### src/core/tick_timer_pkg.sv
package tick_timer_pkg;

    // register indices; byte address is four times the index
    localparam logic [9:0] IDX_CTRL = 10'h036;
    localparam logic [9:0] IDX_IRQ_STATUS = 10'h037;
    localparam logic [9:0] IDX_IRQ_MASK = 10'h038;
    localparam logic [9:0] IDX_TICK_COUNT = 10'h039;
    localparam logic [9:0] IDX_LIVE = 10'h03a;

    localparam logic [11:0] ADDR_CTRL = {IDX_CTRL, 2'h0};
    localparam logic [11:0] ADDR_IRQ_STATUS = {IDX_IRQ_STATUS, 2'h0};
    localparam logic [11:0] ADDR_IRQ_MASK = {IDX_IRQ_MASK, 2'h0};
    localparam logic [11:0] ADDR_TICK_COUNT = {IDX_TICK_COUNT, 2'h0};
    localparam logic [11:0] ADDR_LIVE = {IDX_LIVE, 2'h0};

    // control register field positions
    localparam int CTRL_TAP_LSB = 0;
    localparam int CTRL_TAP_MSB = 2;
    localparam int CTRL_ENABLE_BIT = 3;
    localparam int CTRL_SOURCE_BIT = 4;
    localparam int CTRL_BUZZ_RATE_LSB = 5;
    localparam int CTRL_BUZZ_RATE_MSB = 6;
    localparam int CTRL_BUZZ_EN_BIT = 7;

    // interrupt status / mask bit positions
    localparam int IRQ_TICK_BIT = 0;
    localparam int IRQ_BAD_SEL_BIT = 1;
    localparam int IRQ_WIDTH = 2;

    // live register field positions
    localparam int LIVE_TAP_BIT = 0;
    localparam int LIVE_SRC_BIT = 1;
    localparam int LIVE_VALID_BIT = 2;
    localparam int LIVE_LOW_SPEED_BIT = 3;

    // reset values and tick count step
    localparam logic [7:0] CTRL_RESET = 8'h00;
    localparam logic [1:0] IRQ_STATUS_RESET = 2'h0;
    localparam logic [1:0] IRQ_MASK_RESET = 2'h0;
    localparam logic [15:0] TICK_COUNT_RESET = 16'h0000;
    localparam logic [15:0] TICK_COUNT_STEP = 16'h0001;

    // divider widths: bit k of a divider vector is clock / 2^(k+1)
    localparam int HF_DIV_WIDTH = 23;
    localparam int LF_DIV_WIDTH = 15;

    // tap bit index per select code, element [code]
    localparam logic [7:0][4:0] HF_TAP_IDX = {
        5'h08, 5'h0a, 5'h0b, 5'h0c, 5'h0d, 5'h0f, 5'h14, 5'h16
    };
    localparam logic [7:0][4:0] LF_TAP_IDX = {
        5'h00, 5'h02, 5'h03, 5'h04, 5'h05, 5'h07, 5'h0c, 5'h0e
    };
    // highest select code usable on the sub clock in low-speed modes
    localparam logic [2:0] LOW_SPEED_MAX_TAP = 3'h1;

    typedef enum logic [1:0] {
        MODE_FULL_RUN = 2'h0,
        MODE_CORE_HALTED = 2'h1,
        MODE_LOW_SPEED = 2'h2,
        MODE_LOW_SPEED_HALTED = 2'h3
    } op_mode_t;

    typedef struct packed {
        logic buzzer_output_enable;
        logic [1:0] buzzer_rate_select;
        logic divider_source_select;
        logic tick_enable;
        logic [2:0] tick_tap_select;
    } time_base_control_t;

    typedef struct packed {
        logic source_low;
        logic [2:0] tap;
    } tap_key_t;

endpackage

### src/core/tap_edge_detect.sv
`timescale 1ns/1ps
`default_nettype none
module tap_edge_detect (
    input wire logic sys_clk_i,
    input wire logic rstn_i,
    input wire logic tap_i,
    input wire logic restart_i,
    input wire logic arm_i,
    output logic fall_o
);
    logic prev_r;
    logic prev_nxt;
    logic fall_r;
    logic fall_nxt;

    always_comb begin
        prev_nxt = tap_i;
        // a new tap compares against itself, never against the old one
        fall_nxt = arm_i & ~restart_i & prev_r & ~tap_i; // RULE_07
    end

    always_ff @(posedge sys_clk_i or negedge rstn_i) begin
        if (!rstn_i) begin
            prev_r <= 1'b0;
            fall_r <= 1'b0;
        end else begin
            prev_r <= prev_nxt;
            fall_r <= fall_nxt;
        end
    end

    assign fall_o = fall_r;
endmodule
`default_nettype wire

### src/core/periodic_tick_interrupt_timer.sv
// How it works
// RULE_01 - reset clears the whole control register: timer off, slowest tap.
// RULE_02 - fast source: codes pick fast clock over 2^23,21,16,14,13,12,11,9.
// RULE_03 - sub source: 2^15,13,8,6,5,4,3,1; low-speed modes allow codes 0,1 only.
// RULE_04 - software changes the tap select only while the timer is off.
// RULE_05 - the write that disables the timer keeps the tap select unchanged.
// RULE_06 - one write may load a new tap and enable; new rate applies.
// RULE_07 - each falling edge of the chosen tap while enabled raises a tick.
// RULE_08 - the shared divider is never reset, so the first tick may come early.
// RULE_09 - no ticks while disabled; each edge gives exactly one one-cycle pulse.
//
// The implementer's own choice: the APB interface to the registers.
`timescale 1ns/1ps
`default_nettype none
module periodic_tick_interrupt_timer (
    input wire logic sys_clk_i,
    input wire logic rstn_i,
    input wire logic psel_i,
    input wire logic penable_i,
    input wire logic pwrite_i,
    input wire logic [11:0] paddr_i,
    input wire logic [31:0] pwdata_i,
    input wire logic [3:0] pstrb_i,
    output logic [31:0] prdata_o,
    output logic pready_o,
    output logic pslverr_o,
    input wire logic [1:0] mode_i,
    input wire logic [22:0] high_freq_div_i,
    input wire logic [14:0] low_freq_div_i,
    output logic tick_interrupt_o,
    output logic irq_o
);

    ////////////////////////////////////////////////////////////////////////
    // bus decode

    logic setup_phase;
    logic access_phase;
    logic wr_access;
    logic lane0_wr;
    logic ctrl_wr;
    logic status_wr;
    logic mask_wr;
    logic hit_ctrl;
    logic hit_status;
    logic hit_mask;
    logic hit_count;
    logic hit_live;
    logic hit_any;

    always_comb begin
        setup_phase = psel_i & ~penable_i;
        access_phase = psel_i & penable_i;
        hit_ctrl = (paddr_i == tick_timer_pkg::ADDR_CTRL);
        hit_status = (paddr_i == tick_timer_pkg::ADDR_IRQ_STATUS);
        hit_mask = (paddr_i == tick_timer_pkg::ADDR_IRQ_MASK);
        hit_count = (paddr_i == tick_timer_pkg::ADDR_TICK_COUNT);
        hit_live = (paddr_i == tick_timer_pkg::ADDR_LIVE);
        hit_any = hit_ctrl | hit_status | hit_mask | hit_count | hit_live;
        wr_access = access_phase & pwrite_i;
        // control, status and mask fields sit in the low byte, so only lane 0 matters for their writes
        lane0_wr = wr_access & pstrb_i[0];
        ctrl_wr = lane0_wr & hit_ctrl;
        status_wr = lane0_wr & hit_status;
        mask_wr = lane0_wr & hit_mask;
    end

    // zero wait states; an unmapped address answers with an error
    assign pready_o = 1'b1;
    assign pslverr_o = access_phase & ~hit_any;

    ////////////////////////////////////////////////////////////////////////
    // control register

    tick_timer_pkg::time_base_control_t ctrl_r;
    tick_timer_pkg::time_base_control_t ctrl_nxt;

    always_comb begin
        ctrl_nxt = ctrl_r;
        // tap and enable land together, edge history restarts below
        if (ctrl_wr) begin
            ctrl_nxt = tick_timer_pkg::time_base_control_t'(pwdata_i[7:0]); // RULE_06
        end
    end

    always_ff @(posedge sys_clk_i or negedge rstn_i) begin
        if (!rstn_i) begin
            ctrl_r <= tick_timer_pkg::time_base_control_t'(tick_timer_pkg::CTRL_RESET); // RULE_01
        end else begin
            ctrl_r <= ctrl_nxt;
        end
    end

    ////////////////////////////////////////////////////////////////////////
    // tap selection

    tick_timer_pkg::op_mode_t mode;
    logic low_speed;
    logic source_low;
    logic sel_valid;
    logic [4:0] hf_idx;
    logic [4:0] lf_idx;
    logic tap_level;
    tick_timer_pkg::tap_key_t key;

    always_comb begin
        mode = tick_timer_pkg::op_mode_t'(mode_i);
        case (mode)
            tick_timer_pkg::MODE_LOW_SPEED: low_speed = 1'b1;
            tick_timer_pkg::MODE_LOW_SPEED_HALTED: low_speed = 1'b1;
            default: low_speed = 1'b0;
        endcase
        // low-speed modes only have the sub clock to run on
        source_low = ctrl_r.divider_source_select | low_speed;
        hf_idx = tick_timer_pkg::HF_TAP_IDX[ctrl_r.tick_tap_select]; // RULE_02
        lf_idx = tick_timer_pkg::LF_TAP_IDX[ctrl_r.tick_tap_select]; // RULE_03
        // invalid low-speed codes give no ticks rather than a wrong rate
        sel_valid = ~low_speed |
            (ctrl_r.tick_tap_select <= tick_timer_pkg::LOW_SPEED_MAX_TAP); // RULE_03
        if (source_low) begin
            tap_level = low_freq_div_i[lf_idx[3:0]] & sel_valid;
        end else begin
            tap_level = high_freq_div_i[hf_idx];
        end
        key.source_low = source_low;
        key.tap = ctrl_r.tick_tap_select;
    end

    ////////////////////////////////////////////////////////////////////////
    // edge history restart on any change of the tap in use

    tick_timer_pkg::tap_key_t key_r;
    tick_timer_pkg::tap_key_t key_nxt;
    logic restart;
    logic tick_arm;

    always_comb begin
        key_nxt = key;
        tick_arm = ctrl_r.tick_enable & sel_valid; // RULE_09
        // a switch must not look like a falling edge of the new tap
        restart = (key != key_r); // RULE_04
    end

    always_ff @(posedge sys_clk_i or negedge rstn_i) begin
        if (!rstn_i) begin
            key_r <= tick_timer_pkg::tap_key_t'(4'h0);
        end else begin
            key_r <= key_nxt;
        end
    end

    // the divider taps come in running; nothing here ever clears them
    logic tick_pulse;

    tap_edge_detect u_edge (
        .sys_clk_i(sys_clk_i),
        .rstn_i(rstn_i),
        .tap_i(tap_level), // RULE_08
        .restart_i(restart),
        .arm_i(tick_arm), // RULE_09
        .fall_o(tick_pulse) // RULE_07
    );

    assign tick_interrupt_o = tick_pulse; // RULE_09

    ////////////////////////////////////////////////////////////////////////
    // bad selection event

    logic bad_sel;
    logic bad_sel_r;
    logic bad_sel_nxt;
    logic bad_sel_rise;

    always_comb begin
        bad_sel = ctrl_r.tick_enable & ~sel_valid;
        bad_sel_nxt = bad_sel;
        bad_sel_rise = bad_sel & ~bad_sel_r;
    end

    always_ff @(posedge sys_clk_i or negedge rstn_i) begin
        if (!rstn_i) begin
            bad_sel_r <= 1'b0;
        end else begin
            bad_sel_r <= bad_sel_nxt;
        end
    end

    ////////////////////////////////////////////////////////////////////////
    // interrupt status and mask

    logic [1:0] irq_status_r;
    logic [1:0] irq_status_nxt;
    logic [1:0] irq_mask_r;
    logic [1:0] irq_mask_nxt;
    logic [1:0] irq_events;
    logic [1:0] irq_clear;
    logic irq_r;
    logic irq_nxt;

    always_comb begin
        irq_events = '0;
        irq_events[tick_timer_pkg::IRQ_TICK_BIT] = tick_pulse;
        irq_events[tick_timer_pkg::IRQ_BAD_SEL_BIT] = bad_sel_rise;
        irq_clear = '0;
        if (status_wr) begin
            irq_clear = pwdata_i[1:0];
        end
        // an event in the clearing cycle survives the clear
        irq_status_nxt = (irq_status_r & ~irq_clear) | irq_events;
        irq_mask_nxt = irq_mask_r;
        if (mask_wr) begin
            irq_mask_nxt = pwdata_i[1:0];
        end
        // built from next values, so the flop adds no cycle of delay
        irq_nxt = |(irq_status_nxt & irq_mask_nxt);
    end

    always_ff @(posedge sys_clk_i or negedge rstn_i) begin
        if (!rstn_i) begin
            irq_status_r <= tick_timer_pkg::IRQ_STATUS_RESET;
            irq_mask_r <= tick_timer_pkg::IRQ_MASK_RESET;
            irq_r <= |(tick_timer_pkg::IRQ_STATUS_RESET & tick_timer_pkg::IRQ_MASK_RESET);
        end else begin
            irq_status_r <= irq_status_nxt;
            irq_mask_r <= irq_mask_nxt;
            irq_r <= irq_nxt;
        end
    end

    assign irq_o = irq_r;

    ////////////////////////////////////////////////////////////////////////
    // tick counter

    logic [15:0] tick_count_r;
    logic [15:0] tick_count_nxt;
    logic count_clear;

    always_comb begin
        count_clear = wr_access & hit_count & (pstrb_i[1:0] != 2'h0);
        tick_count_nxt = tick_count_r;
        if (count_clear) begin
            tick_count_nxt = tick_timer_pkg::TICK_COUNT_RESET;
        end
        // wraps silently; software reads the difference
        if (tick_pulse) begin
            tick_count_nxt = tick_count_nxt + tick_timer_pkg::TICK_COUNT_STEP;
        end
    end

    always_ff @(posedge sys_clk_i or negedge rstn_i) begin
        if (!rstn_i) begin
            tick_count_r <= tick_timer_pkg::TICK_COUNT_RESET;
        end else begin
            tick_count_r <= tick_count_nxt;
        end
    end

    ////////////////////////////////////////////////////////////////////////
    // read data, captured in the setup cycle

    logic [31:0] rdata_r;
    logic [31:0] rdata_nxt;
    logic [31:0] live_word;

    always_comb begin
        live_word = '0;
        live_word[tick_timer_pkg::LIVE_TAP_BIT] = tap_level;
        live_word[tick_timer_pkg::LIVE_SRC_BIT] = source_low;
        live_word[tick_timer_pkg::LIVE_VALID_BIT] = sel_valid;
        live_word[tick_timer_pkg::LIVE_LOW_SPEED_BIT] = low_speed;
        rdata_nxt = rdata_r;
        if (setup_phase && !pwrite_i) begin
            rdata_nxt = '0;
            if (hit_ctrl) begin
                rdata_nxt[7:0] = ctrl_r;
            end
            if (hit_status) begin
                rdata_nxt[1:0] = irq_status_r;
            end
            if (hit_mask) begin
                rdata_nxt[1:0] = irq_mask_r;
            end
            if (hit_count) begin
                rdata_nxt[15:0] = tick_count_r;
            end
            if (hit_live) begin
                rdata_nxt = live_word;
            end
        end
    end

    always_ff @(posedge sys_clk_i or negedge rstn_i) begin
        if (!rstn_i) begin
            rdata_r <= '0;
        end else begin
            rdata_r <= rdata_nxt;
        end
    end

    assign prdata_o = rdata_r;

endmodule
`default_nettype wire

### config.mk
export PLATFORM = sky130hd
export DESIGN_NAME = periodic_tick_interrupt_timer
export DESIGN_NICKNAME = d
export VERILOG_FILES = /design/src/core/tick_timer_pkg.sv /design/src/core/tap_edge_detect.sv /design/src/core/periodic_tick_interrupt_timer.sv
export SDC_FILE = /design/constraint.sdc
export NUM_CORES = 1
export LEC_CHECK = 0
export ABC_AREA = 0
export BUFFER_PORTS_ARGS = -buffer_cell sky130_fd_sc_hd__buf_2
export CORE_MARGIN = 2
export CORE_UTILIZATION = 47
export CTS_CLUSTER_DIAMETER = 150
export DETAILED_ROUTE_END_ITERATION = 16
export MAX_ROUTING_LAYER = met4
export PLACE_DENSITY = 0.8
export RECOVER_POWER = 25
export SYNTH_ARGS = -nofsm -noshare
export SYNTH_HDL_FRONTEND = slang
export SYNTH_SLANG_ARGS = --single-unit
export TNS_END_PERCENT = 5
### constraint.sdc
create_clock -name sys_clk_i -period 3.3 [get_ports sys_clk_i]
set_input_delay 0.33 -clock sys_clk_i [delete_from_list [all_inputs] [get_ports sys_clk_i]]
set_output_delay 0.33 -clock sys_clk_i [all_outputs]
set_load 0.02 [all_outputs]
==> results_dict.tcl, run 1 <==
set metrics [dict create \
    status "complete, but fails checks" \
    violations "max-capacitance violations, max-slew violations" \
    synth_flop_cell "dfrtp_1" \
    yosysSeqAreaShare 0.4567 \
    synthTopCellsByCount "dfrtp_1, nand2_1, nor2_1" \
    vias 2322 \
    synth_compound_area_frac 0.1252 \
    insertion_delay_ps 310 \
    power.density_mw_per_mm2 385.0 \
    synth-edff-count 0 \
    start_util 0.4841 \
    yosys_warnings 0 \
    critPathLaunchType "flip-flop" \
    synth_cells 295 \
    timing.critical_path.required_ps 3500 \
    postCtsSetupBuffers 0 \
    skew_ps 7.822 \
    post-synth-top-count-cell "dfrtp_1" \
    final-setup-viol-count 0 \
    area_delta_synth_final_pct 16.73 \
    hold_viol 0 \
    core_mm2 0.005886 \
    avgRoutedWirePerCell_um 13.58 \
    clk_root_buffer_cell "clkbuf_8" \
    grt_pass1_wl_mm 9.970 \
    fmax_mhz 339.2 \
    finalSetupTns_ps 0 \
    grt_util_all_layers 0.1984 \
    die_w_um 81.86 \
    timing.final.ws_setup_ps 351.5 \
    numCtsBuffers 5 \
    synth_simple_gate_area_frac 0.2086 \
    yosysUniqueCellTypes 51 \
    finalCritPeriodShare 0.8935 \
    clock-sinks 52 \
    maxCapViolCount 1 \
    first_global_vias 2238 \
    rsz0062_at_grt "no" \
    dpl_worst_slack_ps 361.1 \
    drive_gt1_frac 0.2742 \
    vias_per_cell 5.326 \
    ys_seq_elements 52 \
    grt_max_degree 31 \
    finalNetCount 456 \
    final_max_slew_viol_count 31 \
    ios 129 \
    hold_ws_ps 255.0 \
    die_area_mm2 0.006700 \
    synth_top_cell_by_area "dfrtp_1" \
    holdPathStages 2 \
    critPathMaxFanout 9 \
    ant_nets 0 \
    totalWireLength_mm 5.920 \
    clkSlewWorstSetupHoldPaths_ps 100 \
    r2r_cells 8 \
    min_path_type "in2reg" \
    avgSynthCellArea_um2 9.658 \
    vdd_drop_max_uv 188.9 \
    critPathCaptureType "flip-flop" \
    synth_area_leaders "dfrtp_1, nand2_1, buf_4, mux2_2, xor2_1" \
    syn-cell-area_mm2 0.002849 \
    clockBufferDepth 2 \
    crit_arrival_ps 3150 \
    p_leak_nw 1.568 \
    worst-slew-pin-transition_ps 1595 \
    portBuffers 67 \
    grt_overflow 0 \
    min_period_ps 2949 \
    post-dp-hpwl_mm 4.509 \
    dr.pass1.iters 6 \
    synthMuxAreaShare 0.07817 \
    antenna_found_initial 0 \
    synth_xor_area_frac 0.04611 \
    synth-async-reset-ratio 1.000 \
    drc 0 \
    synth_top_family_by_area "simple AND/OR/NAND/NOR gates" \
    cts-resized-gates 0 \
    gp_congestion 0.8968 \
    die_h_um 81.86 \
    hold_buffers 0 \
    htree_levels 2 \
    drt_iter0_drc 107 \
    critPathKind "reg2reg" \
    relSlewSlack -0.06357 \
    rows 28 \
    fillCellCount 532 \
    antennaDiodeCount 0 \
    synth_top_area_share 0.4567 \
    synth-adder-area-share 0.01318 \
    cts_tree "yes" \
]
-- cell type report --
| type | instances | area, µm² | share of cell area |
|---|---|---|---|
| Multi-Input combinational cell | 223 | 1406 | 0.4229 |
| Inverter | 8 | 30.03 | 0.009029 |
| Sequential cell | 52 | 1301 | 0.3913 |
| Timing Repair Buffer | 70 | 356.6 | 0.1072 |
| Clock buffer | 5 | 68.82 | 0.02069 |
| Tap cell | 75 | 93.84 | 0.02822 |
| Clock inverter | 3 | 68.82 | 0.02069 |
-- where the power goes --
part / leakage (nW) / switching, mW / internal (mW)
Sequential: 0.657 / 0.00366 / 0.643
Clock: 0.0687 / 0.214 / 0.305
Combinational: 0.842 / 0.0736 / 0.0407
-- kinds of logic after synthesis --
| kind of cell | count (synthesis) |
|---|---|
| buffers and inverters | 35 |
| muxes | 18 |
| xor gates and xnor gates | 15 |
| other | 2 |
| and+or+nand+nor | 115 |
| DFF | 52 |
| adders and majority gates | 3 |
| AOI/OAI and AO/OA | 55 |
-- worst max-delay path, cell delays in order (launching register included) --
cell	delay, ps
dfrtp_1	540
inv_1	170
ha_1	350
and2b_1	220
nor2_2	240
mux4_2	540
o21ai_0	160
o221ai_1	250
a2111oi_2	370
-- routing by layer --
metal,track usage,wire length [µm],vias to the layer above
met1,0.2493,2618,1109
li1,-,-,1135
met5,-,0,-
met2,0.3317,2935,71
met3,0.02747,283,7
met4,0.06500,83,0
-- metrics by stage --
step	power [mW]	std cells	util	instance area [µm²]
final	1.280	436	0.5651	3326
after CTS	1.295	436	0.5653	3327
after floorplan	0.7340	310	-	2905
after global placement	0.7726	428	0.5419	3189
after global routing	1.335	436	0.5651	3326
after detailed placement	0.7749	428	0.5419	3189
-- sequential cells by signal (all words and copies together), names as in the netlist --
register	count
irq_o	1
key_r	4
tick_count_r	16
ctrl_r	8
irq_mask_r	2
irq_status_r	2
bad_sel_r	1
u_edge.prev_r	1
u_edge.fall_o	1
prdata_o	16
-- final timing paths --
kind	startpoint	to	slack (ps)
worst max-delay path	ctrl_r[1]	u_edge.fall_o	350
worst min-delay path	pwdata_i[3]	ctrl_r[3]	250
worst max register to register	ctrl_r[1]	u_edge.fall_o	350
worst min register to register	bad_sel_r	irq_status_r[1]	450
max in group asynchronous	rstn_i	tick_count_r[11]	1820
min in group asynchronous	rstn_i	prdata_o[13]	410
-- cells in the final DEF (no fill, tap or decap), types with 2 or more instances in the layout --
| master | instances |
|---|---|
| a21oi_1 | 11 |
| a22oi_1 | 6 |
| a31oi_1 | 2 |
| and2_1 | 2 |
| and2b_1 | 2 |
| buf_2 | 66 |
| buf_4 | 3 |
| bufinv_16 | 2 |
| clkbuf_8 | 5 |
| conb_1 | 17 |
| dfrtp_1 | 52 |
| ha_1 | 3 |
| inv_1 | 8 |
| mux2_2 | 10 |
| mux2i_1 | 5 |
| mux4_2 | 2 |
| nand2_1 | 39 |
| nand3_1 | 15 |
| nand4_1 | 9 |
| nor2_1 | 25 |
| nor2b_1 | 6 |
| nor3_1 | 2 |
| nor4_4 | 2 |
| o211ai_1 | 4 |
| o21ai_0 | 19 |
| o221ai_1 | 2 |
| or3_1 | 4 |
| xnor2_1 | 4 |
| xor2_1 | 11 |
(Power assumes the default switching activity.)
==> run 2: changes to the inputs <==
--- a/config.mk
+++ b/config.mk
@@ -6,7 +6,7 @@
 export NUM_CORES = 1
 export LEC_CHECK = 0
 export ABC_AREA = 0
-export BUFFER_PORTS_ARGS = -buffer_cell sky130_fd_sc_hd__buf_2
+export BUFFER_PORTS_ARGS = -buffer_cell sky130_fd_sc_hd__buf_4
 export CORE_MARGIN = 2
 export CORE_UTILIZATION = 47
 export CTS_CLUSTER_DIAMETER = 150
==> results_dict.tcl, run 2 (synthesized netlist as in run 1, its figures left out) <==
set metrics [dict create \
    status "complete, but fails checks" \
    violations "max-capacitance violations, max-slew violations" \
    drt_iter0_drc 176 \
    seq_area_mm2 0.001301 \
    grt_util_all_layers 0.2046 \
    relSlewSlack -0.8021 \
    min_period_ps 2978 \
    die_h_um 81.86 \
    cts-resized-gates 0 \
    ant_nets 0 \
    hold_buffers 0 \
    avgRoutedWirePerCell_um 14.07 \
    critPathLaunchType "flip-flop" \
    die_w_um 81.86 \
    core_mm2 0.005886 \
    antenna_found_initial 0 \
    postCtsSetupBuffers 0 \
    final_max_slew_viol_count 53 \
    first_global_vias 2309 \
    htree_levels 2 \
    drive_gt1_frac 0.2722 \
    dr_wl_met3_um 367 \
    ios 129 \
    cpPeakStageDelay_ps 550 \
    clk_root_buffer_cell "clkbuf_8" \
    maxCapViolCount 1 \
    worst-slew-pin-transition_ps 2703 \
    fillCellCount 545 \
    wl_met1_mm 2.568 \
    vias 2363 \
    timing.final.ws_setup_ps 322.4 \
    totalWireLength_mm 6.122 \
    dpl_worst_slack_ps 294.4 \
    p_leak_nw 1.586 \
    portBuffers 67 \
    clockBufferDepth 2 \
    start_util 0.4841 \
    numCtsBuffers 5 \
    grt_pass1_wl_mm 10.41 \
    rows 28 \
    gp_congestion 0.8400 \
    cts_tree "yes" \
    critPathMaxFanout 9 \
    critPathCaptureType "flip-flop" \
    highest_layer "met4" \
    crit_arrival_ps 3170 \
    finalCritPeriodShare 0.9023 \
    multi_input_area_mm2 0.001406 \
    wl_met2_mm 3.111 \
    hold_viol 0 \
    skew_ps 9.243 \
    vias_per_cell 5.432 \
    grt_max_degree 53 \
    vdd_drop_max_uv 174.3 \
    grt_overflow 0 \
    critPathKind "reg2reg" \
    path_cells "inv_1 > ha_1 > and2b_1 > nor2_2 > mux4_2 > o21ai_0 > o221ai_1 > a2111oi_2" \
    hold_ws_ps 254.8 \
    finalSetupTns_ps 0 \
    area_delta_synth_final_pct 20.82 \
    die_area_mm2 0.006700 \
    rsz0062_at_grt "no" \
    final-setup-viol-count 0 \
    dr.pass1.iters 4 \
    fmax_mhz 335.8 \
    antennaDiodeCount 0 \
    clock-sinks 52 \
    final_common_cell "buf_4" \
    insertion_delay_ps 300 \
    final_cell_mix "buf_4, dfrtp_1, nand2_1" \
    power.density_mw_per_mm2 336.3 \
    clkSlewWorstSetupHoldPaths_ps 90 \
    timing.critical_path.required_ps 3490 \
    min_path_type "in2reg" \
    post-dp-hpwl_mm 4.666 \
    drc 0 \
    crit_slowest_cell "mux4_2" \
    finalNetCount 455 \
]
-- run 2: changes by cell type in the layout (fill, tap and decap cells not counted) --
cell	delta
buf_2	-66
buf_4	+65
clkbuf_8	+1
clkinv_2	+1
bufinv_16	-2
-- run 2: critical path, delay by kind of cell, from the launching register on --
family,cells,cell delay [ps]
flops,1,540
compound gates,3,790
fa+ha+maj,1,350
simple gates,2,480
mux,1,550
buf+inv,1,170
-- run 2: metrics by stage --
step,instance area [µm²],power (mW),instances,utilization
CTS,3446,1.170,435,0.5855
global placement,3349,0.7908,427,0.5691
finish,3442,1.157,435,0.5848
detailed placement,3349,0.7931,427,0.5691
global route,3442,1.210,435,0.5848
floorplan,2905,0.7340,310,-
-- run 2: routing by layer --
metal,global-route usage,up-vias
met1,0.2491,1138
met2,0.3488,87
met4,0.07500,0
li1,-,1128
met3,0.02637,10
met5,-,-
-- run 2: worst paths after layout --
check	from	endpoint	slack [ps]	depth (start not counted)
setup reg to reg	ctrl_r[1]	u_edge.fall_o	320	8
hold reg to reg	bad_sel_r	irq_status_r[1]	440	1
max in group asynchronous	rstn_i	prdata_o[15]	900	1
min in group asynchronous	rstn_i	prdata_o[1]	880	1
setup / recovery	ctrl_r[1]	u_edge.fall_o	320	8
hold / removal	pwdata_i[6]	ctrl_r[6]	250	2
-- run 2: area by class of cell --
type,count,share of cell area
Clock buffer,6,0.02399
Clock inverter,2,0.003999
Inverter,8,0.008724
Multi-Input combinational cell,223,0.4086
Sequential cell,52,0.3780
Tap cell,75,0.02726
Timing Repair Buffer,69,0.1494
-- run 2: report_power, final --
group          switching (mW)  internal [mW]
Sequential            0.00368          0.643
Clock                   0.207          0.172
Combinational          0.0736         0.0579
